### src/rtl/ssl_cfg.svh
// Constants for the serial setting loader
`ifndef SSL_CFG_SVH
`define SSL_CFG_SVH
`define SSL_WORD_W 16
`define SSL_DEV_ADDR 4'hA
`define SSL_DEV_LSB 0
`define SSL_SUB_LSB 4
`define SSL_SUB_KICK 2'h0
`define SSL_SUB_HOME 2'h1
`define SSL_SUB_POWER 2'h3
`define SSL_FIELD_LSB 8
`define SSL_CODE6_LSB 10
`define SSL_OUT_VAL_BIT 6
`define SSL_OUT_EN_BIT 7
`define SSL_SET_RST 10'h000
`define SSL_LIM_OFF 2'h3
`define SSL_LIM_LOW 2'h0
`define SSL_LIM_MID 2'h1
`define SSL_LIM_HIGH 2'h2
`endif

### src/rtl/ssl_pkg.sv
// Types for the serial setting loader
package ssl_pkg;
  typedef enum logic [2:0] {
    SSL_IDLE = 3'b001,
    SSL_SHIFT = 3'b010,
    SSL_LOAD = 3'b100
  } ssl_state_e;
  typedef enum logic [3:0] {
    SSL_CLAMP_LOW = 4'b0001,
    SSL_CLAMP_MID = 4'b0010,
    SSL_CLAMP_HIGH = 4'b0100,
    SSL_CLAMP_OFF = 4'b1000
  } ssl_limit_e;
endpackage

### src/rtl/ssl_sync.sv
// Two-stage synchroniser with edge detection on the second stage
`timescale 1ns/1ps
module ssl_sync #(
  // Level held by every stage in reset; set it to the pin's idle level
  parameter logic RST_VAL = 1'b0
) (
  // Clock and reset
  input wire logic clk,
  input wire logic rst,
  // Pin in, synchronised level out
  input wire logic pin,
  output logic level,
  output logic rise,
  output logic fall
);
  logic meta_q;
  logic sync_q;
  logic prev_q;

  // Only sync_q reads meta_q; edges come from the later stages
  always_ff @(posedge clk) begin
    if (rst) begin
      meta_q <= RST_VAL;
      sync_q <= RST_VAL;
      prev_q <= RST_VAL;
    end else begin
      meta_q <= pin;
      sync_q <= meta_q;
      prev_q <= sync_q;
    end
  end

  // Level and edges
  assign level = sync_q;
  assign rise = sync_q & ~prev_q;
  assign fall = ~sync_q & prev_q;
endmodule

### src/rtl/ssl_loader.sv
// Three-wire serial setting loader with three setting latches
`timescale 1ns/1ps
`include "ssl_cfg.svh"
module ssl_loader (
  // Clock and reset
  input wire logic clk,
  input wire logic rst,
  // Serial programming pins
  input wire logic ser_data,
  input wire logic ser_clk,
  input wire logic ser_strobe,
  // Power-down level, has no effect on the loader
  input wire logic power_down,
  // Analog settings
  output logic [5:0] kick_code,
  output logic [3:0] limit_select,
  output logic [5:0] home_code,
  output logic [1:0] home_offset_code,
  output logic [7:0] power_level_code,
  // General output pin
  output logic aux_out_pin_o,
  output logic aux_out_pin_oe,
  // Load event, one cycle per accepted word
  output logic load_pulse
);
  localparam int WORD_W = `SSL_WORD_W;

  logic data_s;
  logic clk_rise;
  logic strobe_s;
  logic strobe_rise;
  logic strobe_fall;
  logic [WORD_W-1:0] shift_q;
  logic [WORD_W-1:0] shift_d;
  logic [9:0] kick_set_q;
  logic [9:0] home_set_q;
  logic [9:0] power_set_q;
  ssl_pkg::ssl_state_e state_q;
  ssl_pkg::ssl_state_e state_d;
  logic [3:0] limit_q;
  logic [5:0] kick_q;
  logic [5:0] home_q;
  logic [1:0] offset_q;
  logic [7:0] power_q;
  logic pin_q;
  logic pin_oe_q;
  logic load_q;
  logic pd_s;

  // Latch select decode, used only by the load; the checks decode the word on their own
  function automatic logic [2:0] sel_decode(input logic [WORD_W-1:0] w);
    logic hit;
    hit = (w[`SSL_DEV_LSB +: 4] == `SSL_DEV_ADDR);
    sel_decode = {hit & (w[`SSL_SUB_LSB +: 2] == `SSL_SUB_POWER),
                  hit & (w[`SSL_SUB_LSB +: 2] == `SSL_SUB_HOME),
                  hit & (w[`SSL_SUB_LSB +: 2] == `SSL_SUB_KICK)};
  endfunction

  // Pins are asynchronous to clk, so each passes two flops first
  ssl_sync u_data_sync (
    .clk(clk), .rst(rst), .pin(ser_data), .level(data_s), .rise(), .fall());
  ssl_sync u_clk_sync (
    .clk(clk), .rst(rst), .pin(ser_clk), .level(), .rise(clk_rise), .fall());
  // Strobe idles high, so its stages reset high and no false rise follows reset
  ssl_sync #(.RST_VAL(1'b1)) u_strobe_sync (
    .clk(clk), .rst(rst), .pin(ser_strobe), .level(strobe_s), .rise(strobe_rise),
    .fall(strobe_fall));
  // Power-down is only watched by the checks, the loader never looks at it
  ssl_sync u_pd_sync (
    .clk(clk), .rst(rst), .pin(power_down), .level(pd_s), .rise(), .fall());

  // Data is delayed as much as the clock, so the sampled bit matches its edge
  wire shift_en = (state_q == ssl_pkg::SSL_SHIFT) & clk_rise & ~strobe_s;
  wire [2:0] load_sel = (state_q == ssl_pkg::SSL_SHIFT) & strobe_rise ?
                        sel_decode(shift_q) : 3'h0;
  wire [9:0] data_field = shift_q[WORD_W-1:6];

  // Newest bit enters at the bottom so the first bit ends at the top
  assign shift_d = shift_en ? {shift_q[WORD_W-2:0], data_s} : shift_q;

  // Framing state: idle until strobe falls, shift, load on strobe rise
  always_comb begin
    state_d = state_q;
    case (state_q)
      ssl_pkg::SSL_IDLE: begin
        if (strobe_fall) begin
          state_d = ssl_pkg::SSL_SHIFT;
        end
      end
      ssl_pkg::SSL_SHIFT: begin
        if (strobe_rise) begin
          state_d = ssl_pkg::SSL_LOAD;
        end
      end
      ssl_pkg::SSL_LOAD: begin
        state_d = ssl_pkg::SSL_IDLE;
      end
      default: begin
        state_d = ssl_pkg::SSL_IDLE;
      end
    endcase
  end

  // A frame opens only on a strobe fall seen from idle
  frame_open_a: assert property (@(posedge clk) disable iff (rst)
    (state_q == ssl_pkg::SSL_IDLE) && strobe_fall |=> state_q == ssl_pkg::SSL_SHIFT)
    else $error("frame did not open on strobe fall");

  // A frame closes on the strobe rise and always passes through the load state
  frame_close_a: assert property (@(posedge clk) disable iff (rst)
    (state_q == ssl_pkg::SSL_SHIFT) && strobe_rise |=> state_q == ssl_pkg::SSL_LOAD)
    else $error("frame did not close on strobe rise");

  // Load lasts one cycle; the host's strobe-high time covers it
  load_state_a: assert property (@(posedge clk) disable iff (rst)
    (state_q == ssl_pkg::SSL_LOAD) |=> state_q == ssl_pkg::SSL_IDLE)
    else $error("load state held too long");

  // State and shift register; power_down is deliberately not looked at
  always_ff @(posedge clk) begin
    if (rst) begin
      state_q <= ssl_pkg::SSL_IDLE;
      shift_q <= 16'h0000;
    end else begin
      state_q <= state_d;
      shift_q <= shift_d;
    end
  end

  // Shifting happens only inside a frame; stray clocks leave the word alone
  shift_gated_a: assert property (@(posedge clk) disable iff (rst)
    strobe_s |=> shift_q == $past(shift_q))
    else $error("shift register moved while strobe high");

  outside_frame_a: assert property (@(posedge clk) disable iff (rst)
    (state_q != ssl_pkg::SSL_SHIFT) |=> $stable(shift_q))
    else $error("shift register moved outside a frame");

  // Each clock rise inside a frame moves the word up one place; the oldest bit falls out of the top
  shift_order_a: assert property (@(posedge clk) disable iff (rst)
    shift_en |=> shift_q[0] == $past(data_s) && shift_q[15:1] == $past(shift_q[14:0]))
    else $error("shift order wrong");

  // Power-down must not stall the loader; the host may program it then
  pd_shift_a: assert property (@(posedge clk) disable iff (rst)
    pd_s && shift_en |=> shift_q[0] == $past(data_s))
    else $error("no shift during power-down");

  // Setting latches, one per used subaddress
  always_ff @(posedge clk) begin
    if (rst) begin
      kick_set_q <= `SSL_SET_RST;
      home_set_q <= `SSL_SET_RST;
      power_set_q <= `SSL_SET_RST;
    end else begin
      if (load_sel[0]) begin
        kick_set_q <= data_field;
      end
      if (load_sel[1]) begin
        home_set_q <= data_field;
      end
      if (load_sel[2]) begin
        power_set_q <= data_field;
      end
    end
  end

  // At most one latch per word; foreign words and the spare subaddress load nothing
  load_one_a: assert property (@(posedge clk) disable iff (rst)
    $onehot0(load_sel))
    else $error("more than one latch loaded");

  foreign_word_a: assert property (@(posedge clk) disable iff (rst)
    (shift_q[3:0] != `SSL_DEV_ADDR) |-> load_sel == 3'h0)
    else $error("load for foreign address");

  spare_sub_a: assert property (@(posedge clk) disable iff (rst)
    (shift_q[5:4] == 2'h2) |-> load_sel == 3'h0)
    else $error("load for unused subaddress");

  // Loads happen only at a frame end, and the low six bits pick the latch
  frame_only_a: assert property (@(posedge clk) disable iff (rst)
    (state_q != ssl_pkg::SSL_SHIFT) || !strobe_rise |-> load_sel == 3'h0)
    else $error("load outside a frame end");

  kick_pick_a: assert property (@(posedge clk) disable iff (rst)
    (state_q == ssl_pkg::SSL_SHIFT) && strobe_rise && (shift_q[5:0] == 6'h0A)
      |-> load_sel == 3'h1)
    else $error("kick word not taken at strobe rise");

  home_pick_a: assert property (@(posedge clk) disable iff (rst)
    (state_q == ssl_pkg::SSL_SHIFT) && strobe_rise && (shift_q[5:0] == 6'h1A)
      |-> load_sel == 3'h2)
    else $error("home word not taken at strobe rise");

  power_pick_a: assert property (@(posedge clk) disable iff (rst)
    (state_q == ssl_pkg::SSL_SHIFT) && strobe_rise && (shift_q[5:0] == 6'h3A)
      |-> load_sel == 3'h4)
    else $error("power word not taken at strobe rise");

  // Power-down leaves the latches writable
  pd_load_a: assert property (@(posedge clk) disable iff (rst)
    pd_s && load_sel[2] |=> power_set_q == $past(shift_q[15:6]))
    else $error("power latch not loaded during power-down");

  // Limiter select decode to a one-hot analog select
  wire [1:0] lim_code = kick_set_q[3:2];
  wire [3:0] lim_sel = (lim_code == `SSL_LIM_OFF) ? ssl_pkg::SSL_CLAMP_OFF :
                       (lim_code == `SSL_LIM_LOW) ? ssl_pkg::SSL_CLAMP_LOW :
                       (lim_code == `SSL_LIM_MID) ? ssl_pkg::SSL_CLAMP_MID :
                       ssl_pkg::SSL_CLAMP_HIGH;

  // Outputs registered so every port comes from a flop
  always_ff @(posedge clk) begin
    if (rst) begin
      limit_q <= ssl_pkg::SSL_CLAMP_LOW;
      kick_q <= 6'h00;
      home_q <= 6'h00;
      offset_q <= 2'h0;
      power_q <= 8'h00;
      pin_q <= 1'b0;
      pin_oe_q <= 1'b0;
      load_q <= 1'b0;
    end else begin
      limit_q <= lim_sel;
      kick_q <= kick_set_q[9:4];
      home_q <= home_set_q[9:4];
      offset_q <= home_set_q[3:2];
      power_q <= power_set_q[9:2];
      pin_q <= power_set_q[0];
      pin_oe_q <= power_set_q[1];
      load_q <= |load_sel;
    end
  end

  assign limit_select = limit_q;
  assign kick_code = kick_q;
  assign home_code = home_q;
  assign home_offset_code = offset_q;
  assign power_level_code = power_q;
  assign aux_out_pin_o = pin_q;
  assign aux_out_pin_oe = pin_oe_q;
  assign load_pulse = load_q;

  // Output fields settle two cycles after the load decision
  kick_load_a: assert property (@(posedge clk) disable iff (rst)
    load_sel[0] |=> kick_set_q == $past(data_field) ##1 kick_code == $past(data_field[9:4], 2))
    else $error("kick latch not loaded");

  power_load_a: assert property (@(posedge clk) disable iff (rst)
    load_sel[2] |-> ##2 power_level_code == $past(shift_q[15:8], 2))
    else $error("power field misplaced");

  pin_drive_a: assert property (@(posedge clk) disable iff (rst)
    load_sel[2] |-> ##2 aux_out_pin_oe == $past(shift_q[7], 2)
      && aux_out_pin_o == $past(shift_q[6], 2))
    else $error("output pin bits wrong");

  // Limiter code 11 must switch the analog limiter off
  limit_off_a: assert property (@(posedge clk) disable iff (rst)
    (kick_set_q[3:2] == 2'h3) |=> limit_select == 4'h8)
    else $error("limiter off not selected");

  offset_map_a: assert property (@(posedge clk) disable iff (rst)
    load_sel[1] |-> ##2 home_offset_code == $past(shift_q[9:8], 2))
    else $error("home offset misplaced");

  // Latches hold between loads, whatever the power-down level
  stable_idle_a: assert property (@(posedge clk) disable iff (rst)
    (load_sel == 3'h0)
      |=> $stable(power_set_q) && $stable(home_set_q) && $stable(kick_set_q))
    else $error("latch changed without load");

  // Home and limiter fields, held against the word layout
  home_load_a: assert property (@(posedge clk) disable iff (rst)
    load_sel[1] |-> ##2 home_code == $past(shift_q[15:10], 2))
    else $error("home code misplaced");

  limit_map_a: assert property (@(posedge clk) disable iff (rst)
    load_sel[0] |-> ##2 limit_select == (4'h1 << $past(shift_q[9:8], 2)))
    else $error("limiter select misplaced");

  // One pulse per accepted word, never stretched
  pulse_follow_a: assert property (@(posedge clk) disable iff (rst)
    (load_sel != 3'h0) |=> load_pulse)
    else $error("no load pulse after a load");

  pulse_once_a: assert property (@(posedge clk) disable iff (rst)
    load_pulse |=> !load_pulse)
    else $error("load pulse longer than one cycle");
endmodule

### config.mk
export PLATFORM = sky130hd
export DESIGN_NAME = ssl_loader
export DESIGN_NICKNAME = d
export VERILOG_FILES = /design/src/rtl/ssl_pkg.sv /design/src/rtl/ssl_sync.sv /design/src/rtl/ssl_loader.sv
export VERILOG_INCLUDE_DIRS = /design/src /design/src/rtl
export SDC_FILE = /design/constraint.sdc
export NUM_CORES = 1
export LEC_CHECK = 0
export ABC_AREA = 0
export BUFFER_PORTS_ARGS = -buffer_cell sky130_fd_sc_hd__buf_2
export CAP_MARGIN = 20
export CORE_MARGIN = 4
export CORE_UTILIZATION = 45
export DETAILED_ROUTE_END_ITERATION = 10
export MAX_ROUTING_LAYER = met4
export PLACE_DENSITY = 0.67
export SLEW_MARGIN = 5
export SYNTH_ARGS = -nofsm -noshare
export SYNTH_HDL_FRONTEND = slang
export SYNTH_SLANG_ARGS = --single-unit
### constraint.sdc
create_clock -name clk -period 3.1 [get_ports clk]
set_input_delay 0.62 -clock clk [delete_from_list [all_inputs] [get_ports clk]]
set_output_delay 0.62 -clock clk [all_outputs]
set_load 0.01 [all_outputs]
# --- Yosys cells after proc, flatten, opt, wreduce, memory -nomap -nowiden ---
# Index checks and enable logic that the tools add are counted.
totals:
  regBits: 86
  input_bits: 6
  output_inout_bits: 29
  elab_cells: 55
op_classes:
  eq_ne: 9
  mux: 7
  bitwise: 12
  reduce_logical: 5
ops:
  columns: ["operator", "n"]
  rows:
  - ["2-to-1 mux 3 bit", 5]
  - ["bitwise AND 1 bit", 9]
  - ["case mux 3 bit (2 select lines)", 1]
  - ["OR reduction 3 bit", 2]
  - ["== test 2 x 1 -> 1 bit (second input constant)", 2]
  - ["== test 2 bit (second input constant)", 2]
  - ["== test 4 bit (second input constant)", 1]
  - ["zero test 2 bit", 2]
  - ["2-to-1 mux 4 bit", 1]
  - ["inequality test 2 bit (second input constant)", 2]
  - ["== test 3 x 1 -> 1 bit (second input constant)", 1]
  - ["== test 3 x 2 -> 1 bit (second input constant)", 1]
  - ["NOT 1 bit", 3]
  - ["AND reduction 2 bit", 1]

# --- Logic depth before layout (Yosys ltp) ---
# Gate-level depths: netlist of the first run.
logic_depth:
  word_depth: 5
  mapped_depth: 5
  depth_no_buf: 3

# --- By module ---
# A second synthesis of the first run with hierarchy kept.
hier_totals:
  cells_unflattened: 267
  hier_area_um2: 2800.2
modules_own_cells:
  columns: ["module", "n_inst", "cells_each", "area_per_inst_um2", "seq_area_each_um2"]
  rows:
  - ["ssl_loader", 1, 243, 2524.9, 1481.4]
  - ["ssl_sync (u_clk_sync ...)", 2, 8, 91.3, 60.1]
  - ["ssl_sync (u_strobe_sync)", 1, 8, 92.6, 60.1]

# --- Worst setup path after synthesis of the first run ---
# OpenSTA, ideal clock, no wires.
synth_timing:
  path_kind: "reg-to-reg"
  from: "register shift_q[2]"
  to: "register power_set_q[0]"
  setup_ps: 121
  t_arrival_ps: 1325
  required_time_ps: 2979
  setup_slack_ps: 1654
  stages_incl_launch_ff: 5
  path_buffers: 1
  synth_period_minus_slack_ps: 1446
  path_cell_list: "dfxtp_1 and4bb_4 and4_4 buf_12 mux2_4"
synth_between:
  elab_chain_cells: 3
synth_lines:
  columns: ["item", "line_no", "source"]
  rows:
  - ["from (decl)", "ssl_loader.sv:33", "logic [WORD_W-1:0] shift_q;"]
  - ["from (signal assigned)", "ssl_loader.sv:126", "shift_q <= shift_d;"]
  - ["== test 4 bit (no source line)", null, null]
  - ["bitwise AND 1 bit", "ssl_loader.sv:54", "sel_decode = {hit & (w[`SSL_SUB_LSB +: 2] == `SSL_SUB_POWER),"]
  - ["2-to-1 mux 3 bit", "ssl_loader.sv:74", "wire [2:0] load_sel = (state_q == ssl_pkg::SSL_SHIFT) & strobe_rise ?"]
  - ["to (signal assigned)", "ssl_loader.sv:154", "power_set_q <= `SSL_SET_RST;"]
  - ["to (signal assigned)", "ssl_loader.sv:163", "power_set_q <= data_field;"]
  - ["to (decl)", "ssl_loader.sv:37", "logic [9:0] power_set_q;"]
# Every way passes these cells.
# A chain may end at the register's enable or synchronous reset.

# --- Worst setup path after layout of the first run ---
layout_timing:
  from: "register state_q[1]"
  to: "register power_set_q[1]"
layout_between:
  elab_chain_cells: 3
layout_lines:
  columns: ["item", "line_no", "source"]
  rows:
  - ["from (decl)", "ssl_loader.sv:38", "ssl_pkg::ssl_state_e state_q;"]
  - ["from (signal assigned)", "ssl_loader.sv:122", "state_q <= ssl_pkg::SSL_IDLE;"]
  - ["from (signal assigned)", "ssl_loader.sv:125", "state_q <= state_d;"]
  - ["== test 3 x 2 -> 1 bit", "ssl_loader.sv:74", null]
  - ["bitwise AND 1 bit", "ssl_loader.sv:74", null]
  - ["2-to-1 mux 3 bit", "ssl_loader.sv:74", null]
# Every way passes these cells.

==> summary.txt, run 1 <==
STA
  • Finish-stage setup viols: 0
  • Tcrit/Tclk final: 54.33%
  • Worst slew pin tran: 0.9923 ns
  • Fin crit period: 1.684 ns
  • Final Slew Violations: 0
  • Worst slew margin: 33.55%
  • Fmax achieved: 593.8 MHz
  • RSZ-0062 raised after global routing: no
  • Final Hold Fails: 0
  • Setup TNS: 0 ns
  • Final worst slack: 1.416 ns
  • Final Skew: 0.008569 ns

Floorplan
  • Initial core utilization: 47.13%
  • Core area: 0.006026 mm²
  • Die Ht: 87.45 µm
  • Die width: 87.45 µm
  • Die Area: 0.007647 mm²
  • IO Pins: 35
  • Rows: 28

Clock tree
  • Maximum buffer depth of the clock tree: 2
  • Clk Latency, worst-skew pair: 0.34 ns
  • Clock Sinks: 82
  • Hold_buf cts: 0
  • CTS Buf Count: 9
  • Worst-path clk slew: 0.07 ns
  • H-Tree Depth: 3
  • Post-CTS Setup Inserts: 0
  • CTS tree: built
  • Cts repair resizes: 0
  • Clk root buf: clkbuf_8

Routing
  • Vias: 1812
  • TritonRoute pass-1 iters: 4
  • Number of DRC markers in iteration 0: 78
  • Routed WL per cell: 11.92 µm
  • Detailed-route wire length: 4506 µm
  • DRC violations left: 0
  • Remaining antenna violation count after routing: 0
  • Routed vias/inst: 4.794

Critical path
  • CP Capture Type: flip-flop
  • Worst-path fanout max: 21
  • Startpoint types: flip-flop
  • Kind of critical path: reg -> reg
  • Worst endpoint required time: 3.33 ns
  • Reg-to-reg setup timing slack: 1.42 ns
  • Critical Path AT: 1.92 ns

Run
  • Max-cap violations: 0

Finish
  • Non-filler instance count after layout: 378
  • Fin util: 53.61%
  • Layout cell share with drive strength beyond 1: 20.79%
  • Area grow syn2layout: 13.74%
  • Fill cells: 583
  • Fin nets: 305
  • Most frequent cells in the layout: dfxtp_1 (82), nand2b_1 (33), buf_2 (33)
  • Multi-input logic area: 0.001036 mm²
  • Register area: 0.001642 mm²
  • Final instance area: 0.003231 mm²
  • Commonest non-fill, non-tap cell in the layout: dfxtp_1
  • Antenna cells: 0

GRT
  • Total grt overflow: 0
  • GRT Total Usage: 13.41%
  • First-pass GRT wire length: 7665 µm
  • Initial antenna violation count: 0
  • Vias in the first global route: 1695
  • Largest net degree at the start of global routing: 52

Placement
  • Post-detail-place hpwl: 2876 µm
  • Post-Place Setup Slack: 1.262 ns
  • Placed Cells: 363
  • Routability congestion estimate: 0.7509
  • PortBufs: 33
  • Dpl cell area: 0.003038 mm²

Power and ir drop
  • IR drop worst, VDD: 0.2572 mV
  • Static leakage: 1.539 nW
  • P per Cell Area: 565.7 mW/mm²

Yosys
  • Fraction of registers with async set/reset: 0%
  • Synth Register Bits: 82
  • Library cells used by synthesis: 32
  • Seq/Total Area, Yosys: 57.80%
  • Synth warnings: 0
  • Syn Inst Count: 266
  • Avg Inst Size Synth: 10.68 µm²
  • Synthesized cell area: 0.002840 mm²
  • Post-synth EDFFs: 0
  • Syn_nets: 272
  • Prevailing post-synth register cell: dfxtp_1

Run status
  • Status: completed

Hold path
  • Hold Path Class: reg -> reg
final cells by class:
type	instances	share of cell area [%]
multi-input cells	148	32.07
inverters	23	2.672
clock buffers	10	4.260
clock inverters	5	1.704
flip-flops and latches	82	50.81
repair buffers	35	5.577
well taps	75	2.905
synth_stat cells, types with 2 or more instances:
library cell | n | share of area, %
inv_1 | 23 | 3.0
buf_2 | 3 | 0.53
nand4_4 | 2 | 1.5
mux2_4 | 2 | 1.1
clkbuf_1 | 7 | 0.93
mux2i_1 | 24 | 8.5
or3b_1 | 2 | 0.62
a21oi_1 | 16 | 2.8
nand2b_1 | 33 | 7.3
nand2_1 | 2 | 0.26
nand3_1 | 16 | 2.8
buf_4 | 2 | 0.53
or2_2 | 3 | 0.66
nor2_1 | 6 | 0.79
dfxtp_1 | 82 | 58
nor2b_1 | 12 | 2.6
o21ai_0 | 16 | 2.8
registers in the layout (all words and copies together), names as in the netlist, 4 cells and up:
name and count:
home_code 6, home_set_q 8, power_set_q 10, kick_set_q 8, kick_code 6, power_level_code 8, shift_q 16, limit_select 4
layer usage:
layer | wire length, µm | vias up | track usage [%] | share of wire, %
met4 | 63 | 0 | 7.531 | 1.4
met2 | 2091 | 35 | 19.93 | 46
met5 | 0 | - | - | 0
li1 | - | 940 | - | -
met3 | 217 | 9 | 3.406 | 4.8
met1 | 2133 | 828 | 16.49 | 47
final timing paths:
| kind | start | to | depth (start not counted) |
|---|---|---|---|
| max | state_q[1] | power_set_q[1] | 4 |
| min | u_strobe_sync.meta_q | u_strobe_sync.level | 1 |
| max reg2reg | state_q[1] | power_set_q[1] | 4 |
| min reg2reg | u_strobe_sync.meta_q | u_strobe_sync.level | 1 |
through the flow:
step / hold WS [ns] / total power [mW]
after floorplan: 0.3895 / 1.108
after global placement: 0.3909 / 1.114
after detailed placement: 0.3980 / 1.114
after CTS: 0.4176 / 1.847
after global routing: 0.4540 / 1.902
final: 0.4136 / 1.827
report_power, final:
part           switching (mW)  internal (mW)  leakage (nW)
sequential            0.00300           1.06         0.662
combinational          0.0154         0.0138         0.783
clock                   0.351          0.386        0.0941
worst max-delay path: stages, from the launching register on:
cell     delay (ns)
dfxtp_1        0.38
nor3b_4        0.19
buf_4          0.28
and4_4         0.41
mux2_4         0.32
cells by family (layout without fill, tap and decap cells):
kind of cell | count (synthesis) | count (layout) | synth area share, %
AO/OA/AOI/OAI | 36 | 36 | 6.608
buffers and inverters | 36 | 73 | 5.727
multiplexers | 26 | 26 | 9.515
AND/OR/NAND/NOR | 86 | 86 | 20.35
flip-flops | 82 | 82 | 57.80
(Power assumes the default switching activity.)
==> run 2, diff against run 1 <==
==> constraint.sdc (replaced) <==
create_clock -name clk -period 1.6 [get_ports clk]
set_input_delay 0.32 -clock clk [delete_from_list [all_inputs] [get_ports clk]]
set_output_delay 0.32 -clock clk [all_outputs]
set_load 0.01 [all_outputs]
==> run 2 against run 1 <==
  * Routed wire length is 0.47% lower
  * Sequential cell count stayed put
  * Largest power group unchanged
  * Highest routed layer unchanged
  * Fmax rose by 17%
  * Count of clock-buffer cells in the layout stayed put
  * Critical path depth is the same
  * Combinational power grew 120%
  * Via count rose by 2.4%
  * Sequential power increased by 93%
  * Register-to-register slack worse by 1.3 ns
  * Total power up 110%
  * Die area did not move
  * Hold slack worse by 0.25 ns
==> summary.txt, run 2 (synthesis results as in run 1) <==
Routing
  • Routed WL per cell: 11.65 µm (-2.3%)
  • Vias: 1856 (+2.4%)
  • DRC violations left: 0 (unchanged)
  • TritonRoute pass-1 iters: 4 (unchanged)
  • Number of DRC markers in iteration 0: 134 (+72%)
  • Remaining antenna violation count after routing: 0 (unchanged)
  • Routed vias/inst: 4.821 (+0.57%)
  • Detailed-route wire length: 4485 µm (-0.47%)

STA
  • RSZ-0062 raised after global routing: no
  • Final Slew Violations: 0 (unchanged)
  • Worst slew pin tran: 0.4830 ns (-0.5093 ns)
  • Final worst slack: 0.1561 ns (-1.260 ns)
  • Final Hold Fails: 0 (unchanged)
  • Final Skew: 0.01019 ns (+0.001626 ns)
  • Finish-stage setup viols: 0 (unchanged)
  • Fin crit period: 1.444 ns (-0.2403 ns)
  • Tcrit/Tclk final: 90.24% (+36 points)
  • Worst slew margin: 67.80% (+34 points)
  • Setup TNS: 0 ns (unchanged)
  • Fmax achieved: 692.6 MHz (+17%)

Floorplan
  • Die width: 87.45 µm (unchanged)
  • Initial core utilization: 47.13% (unchanged)
  • Rows: 28 (unchanged)
  • Core area: 0.006026 mm² (unchanged)
  • IO Pins: 35 (unchanged)
  • Die Ht: 87.45 µm (unchanged)
  • Die Area: 0.007647 mm² (unchanged)

Finish
  • Most flops, register: shift_q
  • Fin nets: 311 (+2.0%)
  • Fin util: 55.13% (+1.5 points)
  • Register area: 0.001642 mm² (unchanged)
  • Largest register FFs: 16 (unchanged)
  • Area grow syn2layout: 16.96%
  • Commonest non-fill, non-tap cell in the layout: dfxtp_1
  • Antenna cells: 0 (unchanged)
  • Most frequent cells in the layout: dfxtp_1 (82), nand2b_1 (33), buf_2 (33)
  • Non-filler instance count after layout: 385 (+1.9%)
  • Largest regs: shift_q: 16 flops, power_set_q: 10 flops
  • Fill cells: 544 (-6.7%)
  • Layout cell share with drive strength beyond 1: 22.58% (+1.8 points)
  • Multi-input logic area: 0.001036 mm² (unchanged)

Critical path
  • CP Capture Type: flip-flop
  • Cells along the critical path: nor3b_4 > buf_4 > nand4_4 > mux2i_1
  • Max incr delay on CP: 0.38 ns (-0.03 ns)
  • Critical Path AT: 1.67 ns (-0.25 ns)
  • CP top delay family: simple AND/OR/NAND/NOR gates
  • Startpoint types: flip-flop
  • Reg2reg end: home_set_q[6]
  • Reg-to-Reg Start: state_q[1]
  • Reg-to-reg setup timing slack: 0.16 ns (-1.26 ns)
  • Kind of critical path: reg -> reg
  • WP buf/inv: 1 (unchanged)
  • Slowest stage cell, crit path: dfxtp_1
  • Worst endpoint required time: 1.83 ns (-1.50 ns)
  • Reg2reg path depth: 4 (unchanged)
  • Worst-path fanout max: 20 (-4.8%)

Run status
  • Status: completed

Clock tree
  • H-Tree Depth: 3 (unchanged)
  • CTS Buf Count: 9 (unchanged)
  • CTS tree: built
  • Maximum buffer depth of the clock tree: 2 (unchanged)
  • Clk Latency, worst-skew pair: 0.34 ns (about the same)
  • Hold_buf cts: 0 (unchanged)
  • Cts repair resizes: 0 (unchanged)
  • Clk root buf: clkbuf_8
  • Post-CTS Setup Inserts: 0 (unchanged)
  • Clock Sinks: 82 (unchanged)
  • Worst-path clk slew: 0.08 ns (about the same)

GRT
  • Total grt overflow: 0 (unchanged)
  • Vias in the first global route: 1708 (+0.77%)
  • Initial antenna violation count: 0 (unchanged)
  • Largest net degree at the start of global routing: 31 (-40%)
  • First-pass GRT wire length: 7596 µm (-0.90%)
  • GRT Total Usage: 13.20% (-0.21 points)

Power and ir drop
  • P per Cell Area: 1132 mW/mm² (+100%)
  • IR drop worst, VDD: 0.6716 mV (+160%)
  • Static leakage: 1.591 nW (+3.3%)

Run
  • Max-cap violations: 0 (unchanged)

Hold path
  • Hold Path Sink: u_strobe_sync.meta_q
  • Hold Path Depth: 2 (+1)
  • Hold Path Class: in -> reg
  • Worst hold start: ser_strobe

Placement
  • Placed Cells: 369 (+1.7%)
  • PortBufs: 33 (unchanged)
  • Post-Place Setup Slack: 0.1597 ns (-1.102 ns)
  • Routability congestion estimate: 0.7334 (-2.3%)
  • Post-detail-place hpwl: 2886 µm (+0.34%)
## run 2: layer usage
layer	share of wire [%]	track usage, %	wire length [µm]	vias to the layer above
li1	-	-	-	956
met1	46	16.30	2071	837
met2	45	19.45	2038	56
met3	7.0	3.690	315	7
met4	1.3	7.113	60	0
met5	0	-	0	-
## run 2: worst max-delay path by stage
stage	startpoint	to	slack (ns)	depth (start not counted)
5_1_grt	u_strobe_sync.level	shift_q[0]	0.03	3
6_report	state_q[1]	home_set_q[6]	0.16	4
4_1_cts	state_q[1]	home_set_q[6]	0.15	4
3_5_place_dp	state_q[1]	home_set_q[3]	0.16	4
3_3_place_gp	state_q[1]	home_set_q[6]	0.18	4
2_1_floorplan	shift_q[2]	power_set_q[0]	0.15	4
## run 2: cell type report
type | instances | area share [%]
clock buffers | 10 | 4.143
clock inverters | 6 | 2.674
inverters | 23 | 2.599
multi-input cells | 148 | 31.19
flip-flops and latches | 82 | 49.42
well taps | 75 | 2.825
repair buffers | 41 | 7.156
## run 2: where the power goes
part,internal [mW],total (mW),switching (mW)
registers,2.05,2.05,0.00571
logic,0.0320,0.0626,0.0307
clock network,0.924,1.64,0.721
## run 2: stage by stage
step	hold slack (ns)	cell area (µm²)	power, mW
6_report	0.1644	3322	3.761
5_1_grt	0.1462	3322	3.914
3_5_place_dp	0.3973	3095	2.165
2_1_floorplan	0.3895	2840	2.146
3_3_place_gp	0.3907	3095	2.164
4_1_cts	0.1485	3322	3.796
## run 2: worst reg2reg max path: stages (launching register included)
cell and delay [ns]:
dfxtp_1 0.38, nor3b_4 0.21, buf_4 0.29, nand4_4 0.27, mux2i_1 0.19
